### src/ub_regs.svh
`ifndef UB_REGS_SVH
`define UB_REGS_SVH

// Register indices inside one port; the byte address is four times the index.
`define UB_IDX_DATA   3'd0
`define UB_IDX_IER    3'd1
`define UB_IDX_IIR    3'd2
`define UB_IDX_LCR    3'd3
`define UB_IDX_MCR    3'd4
`define UB_IDX_LSR    3'd5
`define UB_IDX_MSR    3'd6
`define UB_IDX_SCR    3'd7

// Address layout: word index in bits 4:2, port select in bit 5, two ports.
`define UB_PORT_BIT   5
`define UB_MAP_BYTES  32'h0000_0040

// Field positions.
`define UB_LCR_DIVISOR_LATCH_SELECT   7
`define UB_LCR_BREAK  6
`define UB_MCR_AUX2   3
`define UB_FCR_EN     0
`define UB_FCR_RXCLR  1
`define UB_FCR_TXCLR  2
`define UB_IER_RDA    0
`define UB_IER_THRE   1
`define UB_IER_RLS    2
`define UB_IER_MS     3

// Interrupt source codes in bits 3:0 of the identification register.
`define UB_IIR_NONE   4'h1
`define UB_IIR_RLS    4'h6
`define UB_IIR_RDA    4'h4
`define UB_IIR_TO     4'hc
`define UB_IIR_THRE   4'h2
`define UB_IIR_MS     4'h0

// Receive trigger levels in bytes.
`define UB_TRIG_L0    5'd1
`define UB_TRIG_L1    5'd4
`define UB_TRIG_L2    5'd8
`define UB_TRIG_L3    5'd14

// Queue depth, oversampling and character timeout.
`define UB_DEPTH      5'd16
`define UB_OVERSAMPLE 16
`define UB_TO_CHARS   4
`define UB_CHAR_BITS  10
`define UB_TO_TICKS   10'(`UB_TO_CHARS * `UB_CHAR_BITS * `UB_OVERSAMPLE)

// Bus responses.
`define UB_RESP_OKAY   2'b00
`define UB_RESP_SLVERR 2'b10

`endif

### src/ub_pkg.sv
package ub_pkg;

  // Master to slave signals of the register bus.
  typedef struct packed {
    logic        awvalid;
    logic [31:0] awaddr;
    logic        wvalid;
    logic [31:0] wdata;
    logic [3:0]  wstrb;
    logic        bready;
    logic        arvalid;
    logic [31:0] araddr;
    logic        rready;
  } ub_axi_req_t;

  // Slave to master signals of the register bus.
  typedef struct packed {
    logic        awready;
    logic        wready;
    logic        bvalid;
    logic [1:0]  bresp;
    logic        arready;
    logic        rvalid;
    logic [31:0] rdata;
    logic [1:0]  rresp;
  } ub_axi_rsp_t;

  // Modem status inputs of one port, active high.
  typedef struct packed {
    logic dcd;
    logic ri;
    logic dsr;
    logic cts;
  } ub_modem_t;

  // Complete state of one serial port.
  typedef struct packed {
    logic [3:0]       interrupt_enable;
    logic [7:0]       lcr;
    logic [7:0]       mcr;
    logic [7:0]       dll;
    logic [7:0]       dlm;
    logic [7:0]       scr;
    logic             fifo_en;
    logic [1:0]       trig;
    logic [15:0][7:0] txq;
    logic [3:0]       tx_wp;
    logic [3:0]       tx_rp;
    logic [4:0]       tx_cnt;
    logic [15:0][7:0] rxq;
    logic [3:0]       rx_wp;
    logic [3:0]       rx_rp;
    logic [4:0]       rx_cnt;
    logic [15:0]      baud_cnt;
    logic             tick;
    logic             tx_busy;
    logic [8:0]       tx_sh;
    logic [3:0]       tx_bit;
    logic [3:0]       tx_sub;
    logic             txd;
    logic             txo;
    logic             rx_busy;
    logic [7:0]       rx_sh;
    logic [3:0]       rx_bit;
    logic [3:0]       rx_sub;
    logic             oe;
    logic             fe;
    logic             bi;
    logic             thre_int;
    logic [9:0]       to_cnt;
    logic [3:0]       msr_prev;
    logic [3:0]       msr_delta;
    logic             irq;
  } ub_port_t;

  // Complete state of the block.
  typedef struct packed {
    ub_port_t [1:0] p;
    logic           aw_got;
    logic [31:0]    awaddr;
    logic           w_got;
    logic [7:0]     wdata;
    logic           wstrb0;
    logic           awready;
    logic           wready;
    logic           bvalid;
    logic [1:0]     bresp;
    logic           arready;
    logic           rvalid;
    logic [31:0]    rdata;
    logic [1:0]     rresp;
  } ub_state_t;

endpackage : ub_pkg

### src/ub_uart.sv
// Contract
// - Three address bits per port, two ports.
// - Divisor select maps offsets 0,1 to divisor.
// - Offset 0 read returns received byte.
// - Serial bits travel least significant first.
// - Shift register assembles byte, then holding register.
// - Offset 0 write loads transmit holding register.
// - Transmit shifter reloads only after finishing.
// - All enables clear: no interrupt reported.
// - Enable bit 0: data available and timeout.
// - Enable bit 1: transmit holding empty.
// - Enable bit 2: receiver line status errors.
// - Enable bit 3: modem status changes.
// - Enable bits 7:4 always read zero.
// - Offset 2: fifo setup write, source read.
// - Setup bit 0 enables; clearing empties queues.
// - Setup bits 1,2 flush queues, self-clear.
// - Setup bit 3 and bits 5:4 ignored.
// - Setup bits 7:6 pick trigger 1/4/8/14.
// - Priority: line, data, transmit, modem.
// - Source value frozen during the read.
// - Source bit 0 low means pending.
// - Source bits 3:1 code; 5:4 zero.
// - Source bits 7:6 set in queue mode.
// - Timeout after four idle character times.
// - Source codes and their clearing events.
// - Interrupt driven only while aux output two.
//
// Implementation choice: register access over AXI4-Lite.
`include "ub_regs.svh"

module ub_uart #(
  parameter logic [31:0] BASE_ADDR = 32'h0000_0000
) (
  input  wire logic                clk_sys,
  input  wire logic                nrst,
  input  wire ub_pkg::ub_axi_req_t axi_req,
  output      ub_pkg::ub_axi_rsp_t axi_rsp,
  input  wire logic [1:0]          rxd,
  input  wire ub_pkg::ub_modem_t   modem_in [2],
  output      logic [1:0]          txd,
  output      logic [1:0]          irq,
  output      logic [1:0]          irq_oe
);
  import ub_pkg::*;

  localparam ub_port_t  PORT_RST = '{txd: 1'b1, txo: 1'b1, default: '0};
  localparam ub_state_t STATE_RST = '{p: {PORT_RST, PORT_RST}, default: '0};

  ub_state_t s;
  ub_state_t nxt_s;

  // Bus decode results shared by the update logic and the checks.
  logic        do_wr;
  logic        do_rd;
  logic        wr_ok;
  logic        rd_ok;
  logic        w_port;
  logic        r_port;
  logic [2:0]  w_idx;
  logic [2:0]  r_idx;
  logic [7:0]  w_dat;
  logic [31:0] w_off;
  logic [31:0] r_off;
  logic [31:0] w_addr;

  ////////////////////////////////////////////////////////////////////////////////
  // Interrupt source value of one port, built from its current state.
  function automatic logic [7:0] src_of(ub_port_t p);
    logic       ls;
    logic       rda;
    logic       tmo;
    logic       th;
    logic       ms;
    logic [4:0] lvl;
    logic [3:0] code;
    unique case (p.trig)
      2'd0: lvl = `UB_TRIG_L0;
      2'd1: lvl = `UB_TRIG_L1;
      2'd2: lvl = `UB_TRIG_L2;
      2'd3: lvl = `UB_TRIG_L3;
    endcase
    if (!p.fifo_en) begin
      lvl = `UB_TRIG_L0;
    end
    ls   = p.interrupt_enable[`UB_IER_RLS] & (p.oe | p.fe | p.bi);
    rda  = p.interrupt_enable[`UB_IER_RDA] & (p.rx_cnt >= lvl);
    tmo  = p.interrupt_enable[`UB_IER_RDA] & p.fifo_en & (p.rx_cnt != 5'd0) & (p.to_cnt == `UB_TO_TICKS);
    th   = p.interrupt_enable[`UB_IER_THRE] & p.thre_int;
    ms   = p.interrupt_enable[`UB_IER_MS] & (|p.msr_delta);
    // Highest pending source wins; nothing pending reads as code one.
    if (ls) begin
      code = `UB_IIR_RLS;
    end else if (rda) begin
      code = `UB_IIR_RDA;
    end else if (tmo) begin
      code = `UB_IIR_TO;
    end else if (th) begin
      code = `UB_IIR_THRE;
    end else if (ms) begin
      code = `UB_IIR_MS;
    end else begin
      code = `UB_IIR_NONE;
    end
    return {{2{p.fifo_en}}, 2'b00, code};
  endfunction : src_of

  ////////////////////////////////////////////////////////////////////////////////
  // Next-state logic: bus slave, then each port in turn.
  always_comb begin
    ub_port_t   pt;
    ub_port_t   np;
    logic       wr_me;
    logic       rd_me;
    logic       divisor_latch_select;
    logic [4:0] cap;
    logic [15:0] div;
    logic       tx_push;
    logic       tx_pop;
    logic       rx_push;
    logic       rx_pop;
    logic       tx_flush;
    logic       rx_flush;
    logic       ier1_rise;
    logic [7:0] src;
    logic [7:0] src_nxt;
    logic [7:0] rv;
    logic [7:0] rv_all;
    pt = '0;
    np = '0;
    wr_me = 1'b0;
    rd_me = 1'b0;
    divisor_latch_select = 1'b0;
    cap = '0;
    div = '0;
    tx_push = 1'b0;
    tx_pop = 1'b0;
    rx_push = 1'b0;
    rx_pop = 1'b0;
    tx_flush = 1'b0;
    rx_flush = 1'b0;
    ier1_rise = 1'b0;
    src = '0;
    src_nxt = '0;
    rv = '0;
    rv_all = '0;
    nxt_s = s;

    // Write channels are taken in either order and joined before the update.
    if (axi_req.awvalid && s.awready) begin
      nxt_s.aw_got = 1'b1;
      nxt_s.awaddr = axi_req.awaddr;
    end
    if (axi_req.wvalid && s.wready) begin
      nxt_s.w_got  = 1'b1;
      nxt_s.wdata  = axi_req.wdata[7:0];
      nxt_s.wstrb0 = axi_req.wstrb[0];
    end
    w_addr = nxt_s.awaddr;
    w_off  = w_addr - BASE_ADDR;
    r_off  = axi_req.araddr - BASE_ADDR;
    do_wr  = nxt_s.aw_got && nxt_s.w_got && !s.bvalid;
    wr_ok  = (w_off < `UB_MAP_BYTES);
    w_port = w_off[`UB_PORT_BIT];
    w_idx  = w_off[4:2];
    w_dat  = nxt_s.wstrb0 ? nxt_s.wdata : 8'h00;
    do_rd  = axi_req.arvalid && s.arready;
    rd_ok  = (r_off < `UB_MAP_BYTES);
    r_port = r_off[`UB_PORT_BIT];
    r_idx  = r_off[4:2];
    if (do_wr) begin
      nxt_s.aw_got = 1'b0;
      nxt_s.w_got  = 1'b0;
      nxt_s.bvalid = 1'b1;
      nxt_s.bresp  = wr_ok ? `UB_RESP_OKAY : `UB_RESP_SLVERR;
    end else if (s.bvalid && axi_req.bready) begin
      nxt_s.bvalid = 1'b0;
    end

    for (int i = 0; i < 2; i++) begin
      pt = s.p[i];
      np = pt;
      wr_me = do_wr && wr_ok && nxt_s.wstrb0 && (w_port == 1'(i));
      rd_me = do_rd && rd_ok && (r_port == 1'(i));
      divisor_latch_select = pt.lcr[`UB_LCR_DIVISOR_LATCH_SELECT];
      cap = pt.fifo_en ? `UB_DEPTH : 5'd1;
      tx_push = 1'b0;
      tx_pop = 1'b0;
      rx_push = 1'b0;
      rx_pop = 1'b0;
      tx_flush = 1'b0;
      rx_flush = 1'b0;
      ier1_rise = 1'b0;
      src = src_of(pt);

      // Oversampling enable from the divisor; zero behaves as one.
      div = {pt.dlm, pt.dll};
      np.tick = (pt.baud_cnt == 16'h0000);
      np.baud_cnt = np.tick ? ((div == 16'h0000) ? 16'h0000 : div - 16'h0001) : pt.baud_cnt - 16'h0001;

      // Transmitter: start bit, eight data bits from bit 0, one stop bit.
      if (pt.tick) begin
        if (pt.tx_busy) begin
          np.tx_sub = pt.tx_sub + 4'h1;
          if (pt.tx_sub == 4'hf) begin
            np.txd = pt.tx_sh[0];
            np.tx_sh = {1'b1, pt.tx_sh[8:1]};
            np.tx_bit = pt.tx_bit + 4'h1;
            if (pt.tx_bit == 4'h9) begin
              np.tx_busy = 1'b0;
              np.txd = 1'b1;
            end
          end
        end else if (pt.tx_cnt != 5'd0) begin
          tx_pop = 1'b1;
          np.tx_busy = 1'b1;
          np.txd = 1'b0;
          np.tx_sh = {1'b1, pt.txq[pt.tx_rp]};
          np.tx_bit = 4'h0;
          np.tx_sub = 4'h0;
        end
      end

      // Receiver: sample each bit at mid-cell, shift in from the top.
      if (pt.tick) begin
        if (!pt.rx_busy) begin
          if (!rxd[i]) begin
            np.rx_busy = 1'b1;
            np.rx_sub = 4'h0;
            np.rx_bit = 4'h0;
          end
        end else begin
          np.rx_sub = pt.rx_sub + 4'h1;
          if (pt.rx_sub == 4'h7) begin
            np.rx_bit = pt.rx_bit + 4'h1;
            if (pt.rx_bit == 4'h0) begin
              np.rx_busy = !rxd[i];
            end else if (pt.rx_bit < 4'h9) begin
              np.rx_sh = {rxd[i], pt.rx_sh[7:1]};
            end else begin
              np.rx_busy = 1'b0;
              np.fe = pt.fe | !rxd[i];
              np.bi = pt.bi | (!rxd[i] && pt.rx_sh == 8'h00);
              if (pt.rx_cnt < cap) begin
                rx_push = 1'b1;
              end else begin
                np.oe = 1'b1;
              end
            end
          end
        end
      end

      // Register writes.
      if (wr_me) begin
        unique case (w_idx)
          `UB_IDX_DATA: begin
            if (divisor_latch_select) begin
              np.dll = w_dat;
            end else if (pt.tx_cnt < cap) begin
              tx_push = 1'b1;
            end
          end
          `UB_IDX_IER: begin
            if (divisor_latch_select) begin
              np.dlm = w_dat;
            end else begin
              np.interrupt_enable = w_dat[3:0];
              ier1_rise = w_dat[`UB_IER_THRE] && !pt.interrupt_enable[`UB_IER_THRE];
            end
          end
          `UB_IDX_IIR: begin
            // Bit 3 and bits 5:4 have no function.
            if (w_dat[`UB_FCR_EN]) begin
              np.fifo_en = 1'b1;
              np.trig = w_dat[7:6];
              rx_flush = w_dat[`UB_FCR_RXCLR] || !pt.fifo_en;
              tx_flush = w_dat[`UB_FCR_TXCLR] || !pt.fifo_en;
            end else begin
              np.fifo_en = 1'b0;
              rx_flush = 1'b1;
              tx_flush = 1'b1;
            end
          end
          `UB_IDX_LCR: np.lcr = w_dat;
          `UB_IDX_MCR: np.mcr = w_dat;
          `UB_IDX_SCR: np.scr = w_dat;
          default: ;
        endcase
      end

      // Register reads and their side effects.
      rv = 8'h00;
      if (rd_me) begin
        unique case (r_idx)
          `UB_IDX_DATA: begin
            if (divisor_latch_select) begin
              rv = pt.dll;
            end else begin
              rv = pt.rxq[pt.rx_rp];
              rx_pop = (pt.rx_cnt != 5'd0);
            end
          end
          `UB_IDX_IER: rv = divisor_latch_select ? pt.dlm : {4'h0, pt.interrupt_enable};
          `UB_IDX_IIR: rv = src;
          `UB_IDX_LCR: rv = pt.lcr;
          `UB_IDX_MCR: rv = pt.mcr;
          `UB_IDX_LSR: begin
            rv = {1'b0, (pt.tx_cnt == 5'd0) && !pt.tx_busy, pt.tx_cnt == 5'd0, pt.bi, pt.fe, 1'b0, pt.oe,
                  pt.rx_cnt != 5'd0};
            np.oe = 1'b0;
            np.fe = 1'b0;
            np.bi = 1'b0;
          end
          `UB_IDX_MSR: begin
            rv = {pt.msr_prev, pt.msr_delta};
            np.msr_delta = 4'h0;
          end
          `UB_IDX_SCR: rv = pt.scr;
        endcase
      end
      rv_all = rv_all | rv;

      // Errors caught this cycle survive a clear made in the same cycle.
      if (pt.tick && pt.rx_busy && pt.rx_sub == 4'h7 && pt.rx_bit == 4'h9) begin
        np.fe = np.fe | !rxd[i];
        np.oe = np.oe | (pt.rx_cnt >= cap);
        np.bi = np.bi | (!rxd[i] && pt.rx_sh == 8'h00);
      end

      // Queue pointers and counts; a flush zeroes the counter logic only.
      if (tx_flush) begin
        np.tx_wp = 4'h0;
        np.tx_rp = 4'h0;
        np.tx_cnt = 5'd0;
      end else begin
        if (tx_push) begin
          np.txq[pt.tx_wp] = w_dat;
          np.tx_wp = pt.tx_wp + 4'h1;
        end
        if (tx_pop) begin
          np.tx_rp = pt.tx_rp + 4'h1;
        end
        np.tx_cnt = pt.tx_cnt + 5'(tx_push) - 5'(tx_pop);
      end
      if (rx_flush) begin
        np.rx_wp = 4'h0;
        np.rx_rp = 4'h0;
        np.rx_cnt = 5'd0;
      end else begin
        if (rx_push) begin
          np.rxq[pt.rx_wp] = pt.rx_sh;
          np.rx_wp = pt.rx_wp + 4'h1;
        end
        if (rx_pop) begin
          np.rx_rp = pt.rx_rp + 4'h1;
        end
        np.rx_cnt = pt.rx_cnt + 5'(rx_push) - 5'(rx_pop);
      end

      // Transmit-empty flag: cleared first, so a new empty event wins.
      if (tx_push || (rd_me && r_idx == `UB_IDX_IIR && src[3:0] == `UB_IIR_THRE)) begin
        np.thre_int = 1'b0;
      end
      if (np.tx_cnt == 5'd0 && (pt.tx_cnt != 5'd0 || ier1_rise || tx_flush)) begin
        np.thre_int = 1'b1;
      end

      // Idle timer for the character timeout; reset by any receive queue activity.
      if (!np.fifo_en || rx_push || rx_pop || np.rx_cnt == 5'd0) begin
        np.to_cnt = 10'd0;
      end else if (pt.tick && pt.to_cnt != `UB_TO_TICKS) begin
        np.to_cnt = pt.to_cnt + 10'd1;
      end

      // Modem change flags; a change in the read cycle is kept.
      np.msr_prev = modem_in[i];
      np.msr_delta = np.msr_delta | (modem_in[i] ^ pt.msr_prev);

      // Line output and gated interrupt request.
      np.txo = np.txd & !np.lcr[`UB_LCR_BREAK];
      // The request follows the source value that the register will hold next.
      src_nxt = src_of(np);
      np.irq = np.mcr[`UB_MCR_AUX2] & !src_nxt[0];
      nxt_s.p[i] = np;
    end

    // Read channel: one read at a time, answered the cycle after acceptance.
    if (do_rd) begin
      nxt_s.rvalid = 1'b1;
      nxt_s.rdata = {24'h000000, rv_all};
      nxt_s.rresp = rd_ok ? `UB_RESP_OKAY : `UB_RESP_SLVERR;
    end else if (s.rvalid && axi_req.rready) begin
      nxt_s.rvalid = 1'b0;
    end
    nxt_s.awready = !nxt_s.aw_got && !nxt_s.bvalid;
    nxt_s.wready = !nxt_s.w_got && !nxt_s.bvalid;
    nxt_s.arready = !nxt_s.rvalid;
  end

  ////////////////////////////////////////////////////////////////////////////////
  // State register.
  always_ff @(posedge clk_sys or negedge nrst) begin
    if (!nrst) begin
      s <= STATE_RST;
    end else begin
      s <= nxt_s;
    end
  end

  // Outputs straight from the state register.
  assign axi_rsp = '{awready: s.awready, wready: s.wready, bvalid: s.bvalid, bresp: s.bresp,
                     arready: s.arready, rvalid: s.rvalid, rdata: s.rdata, rresp: s.rresp};
  for (genvar g = 0; g < 2; g++) begin : g_pins
    assign txd[g]    = s.p[g].txo;
    assign irq[g]    = s.p[g].irq;
    assign irq_oe[g] = s.p[g].mcr[`UB_MCR_AUX2];
  end
endmodule : ub_uart

### config.mk
export PLATFORM = sky130hd
export DESIGN_NAME = ub_uart
export DESIGN_NICKNAME = d
export VERILOG_FILES = /design/src/ub_pkg.sv /design/src/ub_uart.sv
export VERILOG_INCLUDE_DIRS = /design/src /design/src/src
export SDC_FILE = /design/constraint.sdc
export NUM_CORES = 2
export LEC_CHECK = 0
export ABC_AREA = 1
export BUFFER_PORTS_ARGS = -buffer_cell sky130_fd_sc_hd__buf_2
export CAP_MARGIN = 10
export CORE_AREA = 3 3 284 286
export DETAILED_ROUTE_END_ITERATION = 6
export DIE_AREA = 0 0 287 289
export PLACE_DENSITY = 0.79
export SLEW_MARGIN = 20
export SYNTH_ARGS = -nofsm -noshare
export SYNTH_HDL_FRONTEND = slang
export SYNTH_SLANG_ARGS = --single-unit
### constraint.sdc
create_clock -name clk_sys -period 4 [get_ports clk_sys]
set_clock_uncertainty 0.2 [all_clocks]
set_input_delay 0.2 -clock clk_sys [delete_from_list [all_inputs] [get_ports clk_sys]]
set_output_delay 0.2 -clock clk_sys [all_outputs]
set_load 0.05 [all_outputs]
==> out/metrics.csv <==
stage;metric;value;unit
timing;post-route clock period utilization;100.2;%
worst_setup_path;setup slack, reg-to-reg;-0.007;ns
layout;nets@finish;5760;
cts;Worst-Skew Late Latency;0.66;ns
pwr;Max IR drop VDD;0.4009;mV
route;vias per cell;5.774;
layout;non-filler cells, final;6666;
timing;final setup fails;1;
layout;area grow syn2layout;13.16;%
worst_setup_path;reg2reg start;axi_rsp[40]$_DFF_PN0_;
worst_setup_path;required time worst endpoint;4.36;ns
route;drt total wl;121900;microns
cts;clock sink count;868;
floorplanning;Die Span Y;289;microns
logic_synthesis;Post-synth EDFFs;0;
timing;Max Slew Vio Count;0;
timing;Hold Vio Cnt, Final;2;
logic_synthesis;Unique masters post-synth;63;
placed_design;post-detail-place hpwl;81240;microns
layout;final core occ;63.94;%
route;DR DRC count;0;
placed_design;GP Congestion;0.9494;
global_routing;largest net degree at the start of global routing;131;
placed_design;PortBufs;106;
logic_synthesis;YS warnings;0;
global_routing;GRT Util Overall;29.00;%
route;DR iter-0 viols;4165;
timing;Max Freq;249.6;MHz
worst_setup_path;Crit Path Class;reg -> reg;
route;DRT Pass-1 Iters;6;
floorplanning;# rows;103;
worst_setup_path;worst-case reg-to-reg path depth;25;
worst_setup_path;Worst Path Arrival;4.37;ns
pwr;Cell Pwr Density;433.4;nW/um^2
worst_setup_path;crit-path max FO;15;
worst_setup_path;reg2reg end;irq[0]$_DFF_PN0_;
timing;setup_tns;-0.006699;ns
logic_synthesis;Syn Area/Cell;8.237;sq um
cts;Worst-path clk slew;0.06;ns
route;DR vias;38490;
layout;commonest non-fill, non-tap cell in the layout;nand2_1;
timing;Worst-Margin Slew;1.167;ns
global_routing;vias in the first global route;36480;
cts;CTS tree;done;
outcome;failing checks;hold timing, setup timing;
timing;final worst slack;-0.006699;ns
floorplanning;Die Width;287;microns
logic_synthesis;cell count after synthesis;5393;
logic_synthesis;post-synthesis register bit count;868;
layout;share of cells above drive strength 1;10.51;%
logic_synthesis;Async SR Flop Fraction;100.0;%
cts;CTS Buffer Depth;3;
timing;worst relative slew slack;21.94;%
timing;RSZ-0062 raised after global routing;yes;
cts;# H-tree levels;3;
cts;TritonCTS Buffers;91;
logic_synthesis;synthesized area;44420;sq um
logic_synthesis;Synth Flop Type;dfrtp_1;
floorplanning;Initial Util;56.51;%
global_routing;total congestion overflow;0;
worst_setup_path;critical path startpoint category;flip-flop;
route;Post-DRT Antenna Nets;0;
worst_setup_path;crit end category;flip-flop;
layout;Filler cells;6479;
layout;most frequent cells in the layout;nand2_1, dfrtp_1, o21ai_0;
floorplanning;core area;78610;sq um
flow_run;max_cap viols;0;
timing;fin crit period;4.007;ns
floorplanning;die area;82940;sq um
cts;clock root buffer;clkbuf_16;
pwr;Tot Pwr;21790;uW
pwr;Leak;0.02321;uW
route;WL per Instance;18.28;microns
outcome;result of the run;finished with violations;
worst_hold_path;Hold/Removal Path Class;in -> async;
floorplanning;Ports;164;
timing;Hold Slack;-0.004546;ns
global_routing;first-pass GRT wire length;194200;microns
placed_design;Post-Place Cells;6409;
logic_synthesis;register area share after synthesis;48.91;%
global_routing;initial antenna violation count;3;
[synth_stat cells, types with 4 or more instances]
cell type,instances,area [sq um]
nand3_1,170,850.8
a31oi_1,6,37.54
o22ai_1,54,337.8
ha_1,98,1226
clkinv_1,9,33.78
o211ai_1,25,187.7
nor2_1,387,1453
mux2i_1,68,680.7
buf_1,17,63.81
xnor2_1,39,341.6
o21ai_2,5,43.79
fa_1,4,80.08
dfstp_2,4,105.1
a22oi_1,24,180.2
o21ai_1,134,670.6
buf_6,19,214.0
or2_2,12,75.07
nand4_1,61,381.6
inv_1,523,1963
nor3_1,55,275.3
clkbuf_1,186,698.2
nand4_4,18,382.9
nand2_2,13,81.33
dfrtp_1,864,21620
buf_4,75,563.0
a211oi_1,17,127.6
inv_2,11,41.29
xor2_1,67,586.8
o31ai_1,10,75.07
nand4_2,19,237.7
o21ai_0,808,4044
buf_2,21,105.1
a21oi_1,270,1351
nor4_1,12,75.07
a221oi_1,16,140.1
nand2_1,1213,4553
a32o_1,13,130.1
[worst max path at each step]
stage | startpoint | to | slack [ns] | cells after the start
finish | axi_rsp[40]$_DFF_PN0_ | irq[0]$_DFF_PN0_ | -0.007 | 25
global route | axi_rsp[40]$_DFF_PN0_ | irq[0]$_DFF_PN0_ | -0.26 | 26
CTS | axi_rsp[40]$_DFF_PN0_ | irq[1]$_DFF_PN0_ | 0.007 | 22
detailed placement | axi_rsp[40]$_DFF_PN0_ | irq[1]$_DFF_PN0_ | -0.15 | 21
global placement | axi_rsp[40]$_DFF_PN0_ | irq[1]$_DFF_PN0_ | -0.01 | 21
floorplan | axi_rsp[40]$_DFF_PN0_ | irq[0]$_DFF_PN0_ | -0.02 | 30
[metal layers]
metal / wire, microns / share of wire (%) / track usage (%)
met5: 0 / 0 / 0
met1: 51430 / 42 / 39.96
met3: 9324 / 7.7 / 5.051
met2: 56190 / 46 / 46.00
met4: 4935 / 4.0 / 11.48
[cell type report]
type	count	area, sq um	share of cell area (%)
repair inverters	1	7.507	0.01493
inverters	544	2043	4.065
clock buffers	140	2753	5.476
clock inverters	27	345.3	0.6870
diodes	1	2.502	0.004978
repair buffers	349	2728	5.426
well taps	1050	1314	2.614
flip-flops and latches	868	21740	43.24
multi-input cells	3686	19340	38.47
[sequential cells by signal (all words and copies together) (netlist names)]
| name | count |
|---|---|
| s | 847 |
| irq | 2 |
| axi_rsp | 15 |
| irq_oe | 2 |
| txd | 2 |
[timing repair]
action                                  4_1_cts  5_1_grt
pin swaps                                     5       27
buffers inserted                              5       14
endpoints found under the setup margin        3       76
hold buffers                                 68        0
endpoints found under the hold margin       245        0
cloned                                        0        2
gates resized for setup                       6       51
[cell families (layout without fill, tap and decap cells)]
group / after synthesis / count (layout) / synth area share (%)
xor+xnor: 106 / 106 / 2.090
buf+inv: 864 / 1061 / 8.368
compound gates: 1403 / 1403 / 16.89
fa+ha+maj: 102 / 102 / 2.941
simple gates: 1979 / 1979 / 19.22
flops: 868 / 868 / 48.91
other cells: 1 / 27 / 0.008442
mux: 70 / 70 / 1.583
[stage by stage]
| stage | worst slack (ns) | instance area [sq um] |
|---|---|---|
| detailed placement | -0.1519 | 46110 |
| CTS | 0.007052 | 49950 |
| global placement | -0.01419 | 46110 |
| global route | -0.2640 | 50270 |
| finish | -0.006699 | 50270 |
| floorplan | -0.01545 | 44550 |
[worst max-delay path, cell delays in order (launching register included)]
cell      delay, ns
dfrtp_2        0.44
nand2_4        0.13
buf_12         0.15
nand2_1        0.07
nand2_2        0.10
nand2_2        0.08
nor2_4         0.14
nand3_4        0.12
nor3_4         0.20
nand2_2        0.09
inv_2          0.09
nand4_4        0.09
ha_4           0.30
inv_1          0.05
ha_4           0.16
fa_2           0.37
a211oi_2       0.26
xor2_1         0.22
nand4_1        0.10
nor2_1         0.10
nand2_1        0.06
nand2_1        0.05
nor2_1         0.06
nor2_1         0.09
nor2_1         0.06
a21oi_1        0.13
[power breakdown]
part	internal [uW]	leakage [uW]	switching [uW]	total (uW)
clock	5030	0.00151	3610	8650
combinational	1040	0.0102	2650	3690
sequential	9160	0.0115	290	9450
total	15200	0.0232	6550	21800
No activity file was read; power rests on OpenSTA's default activity.
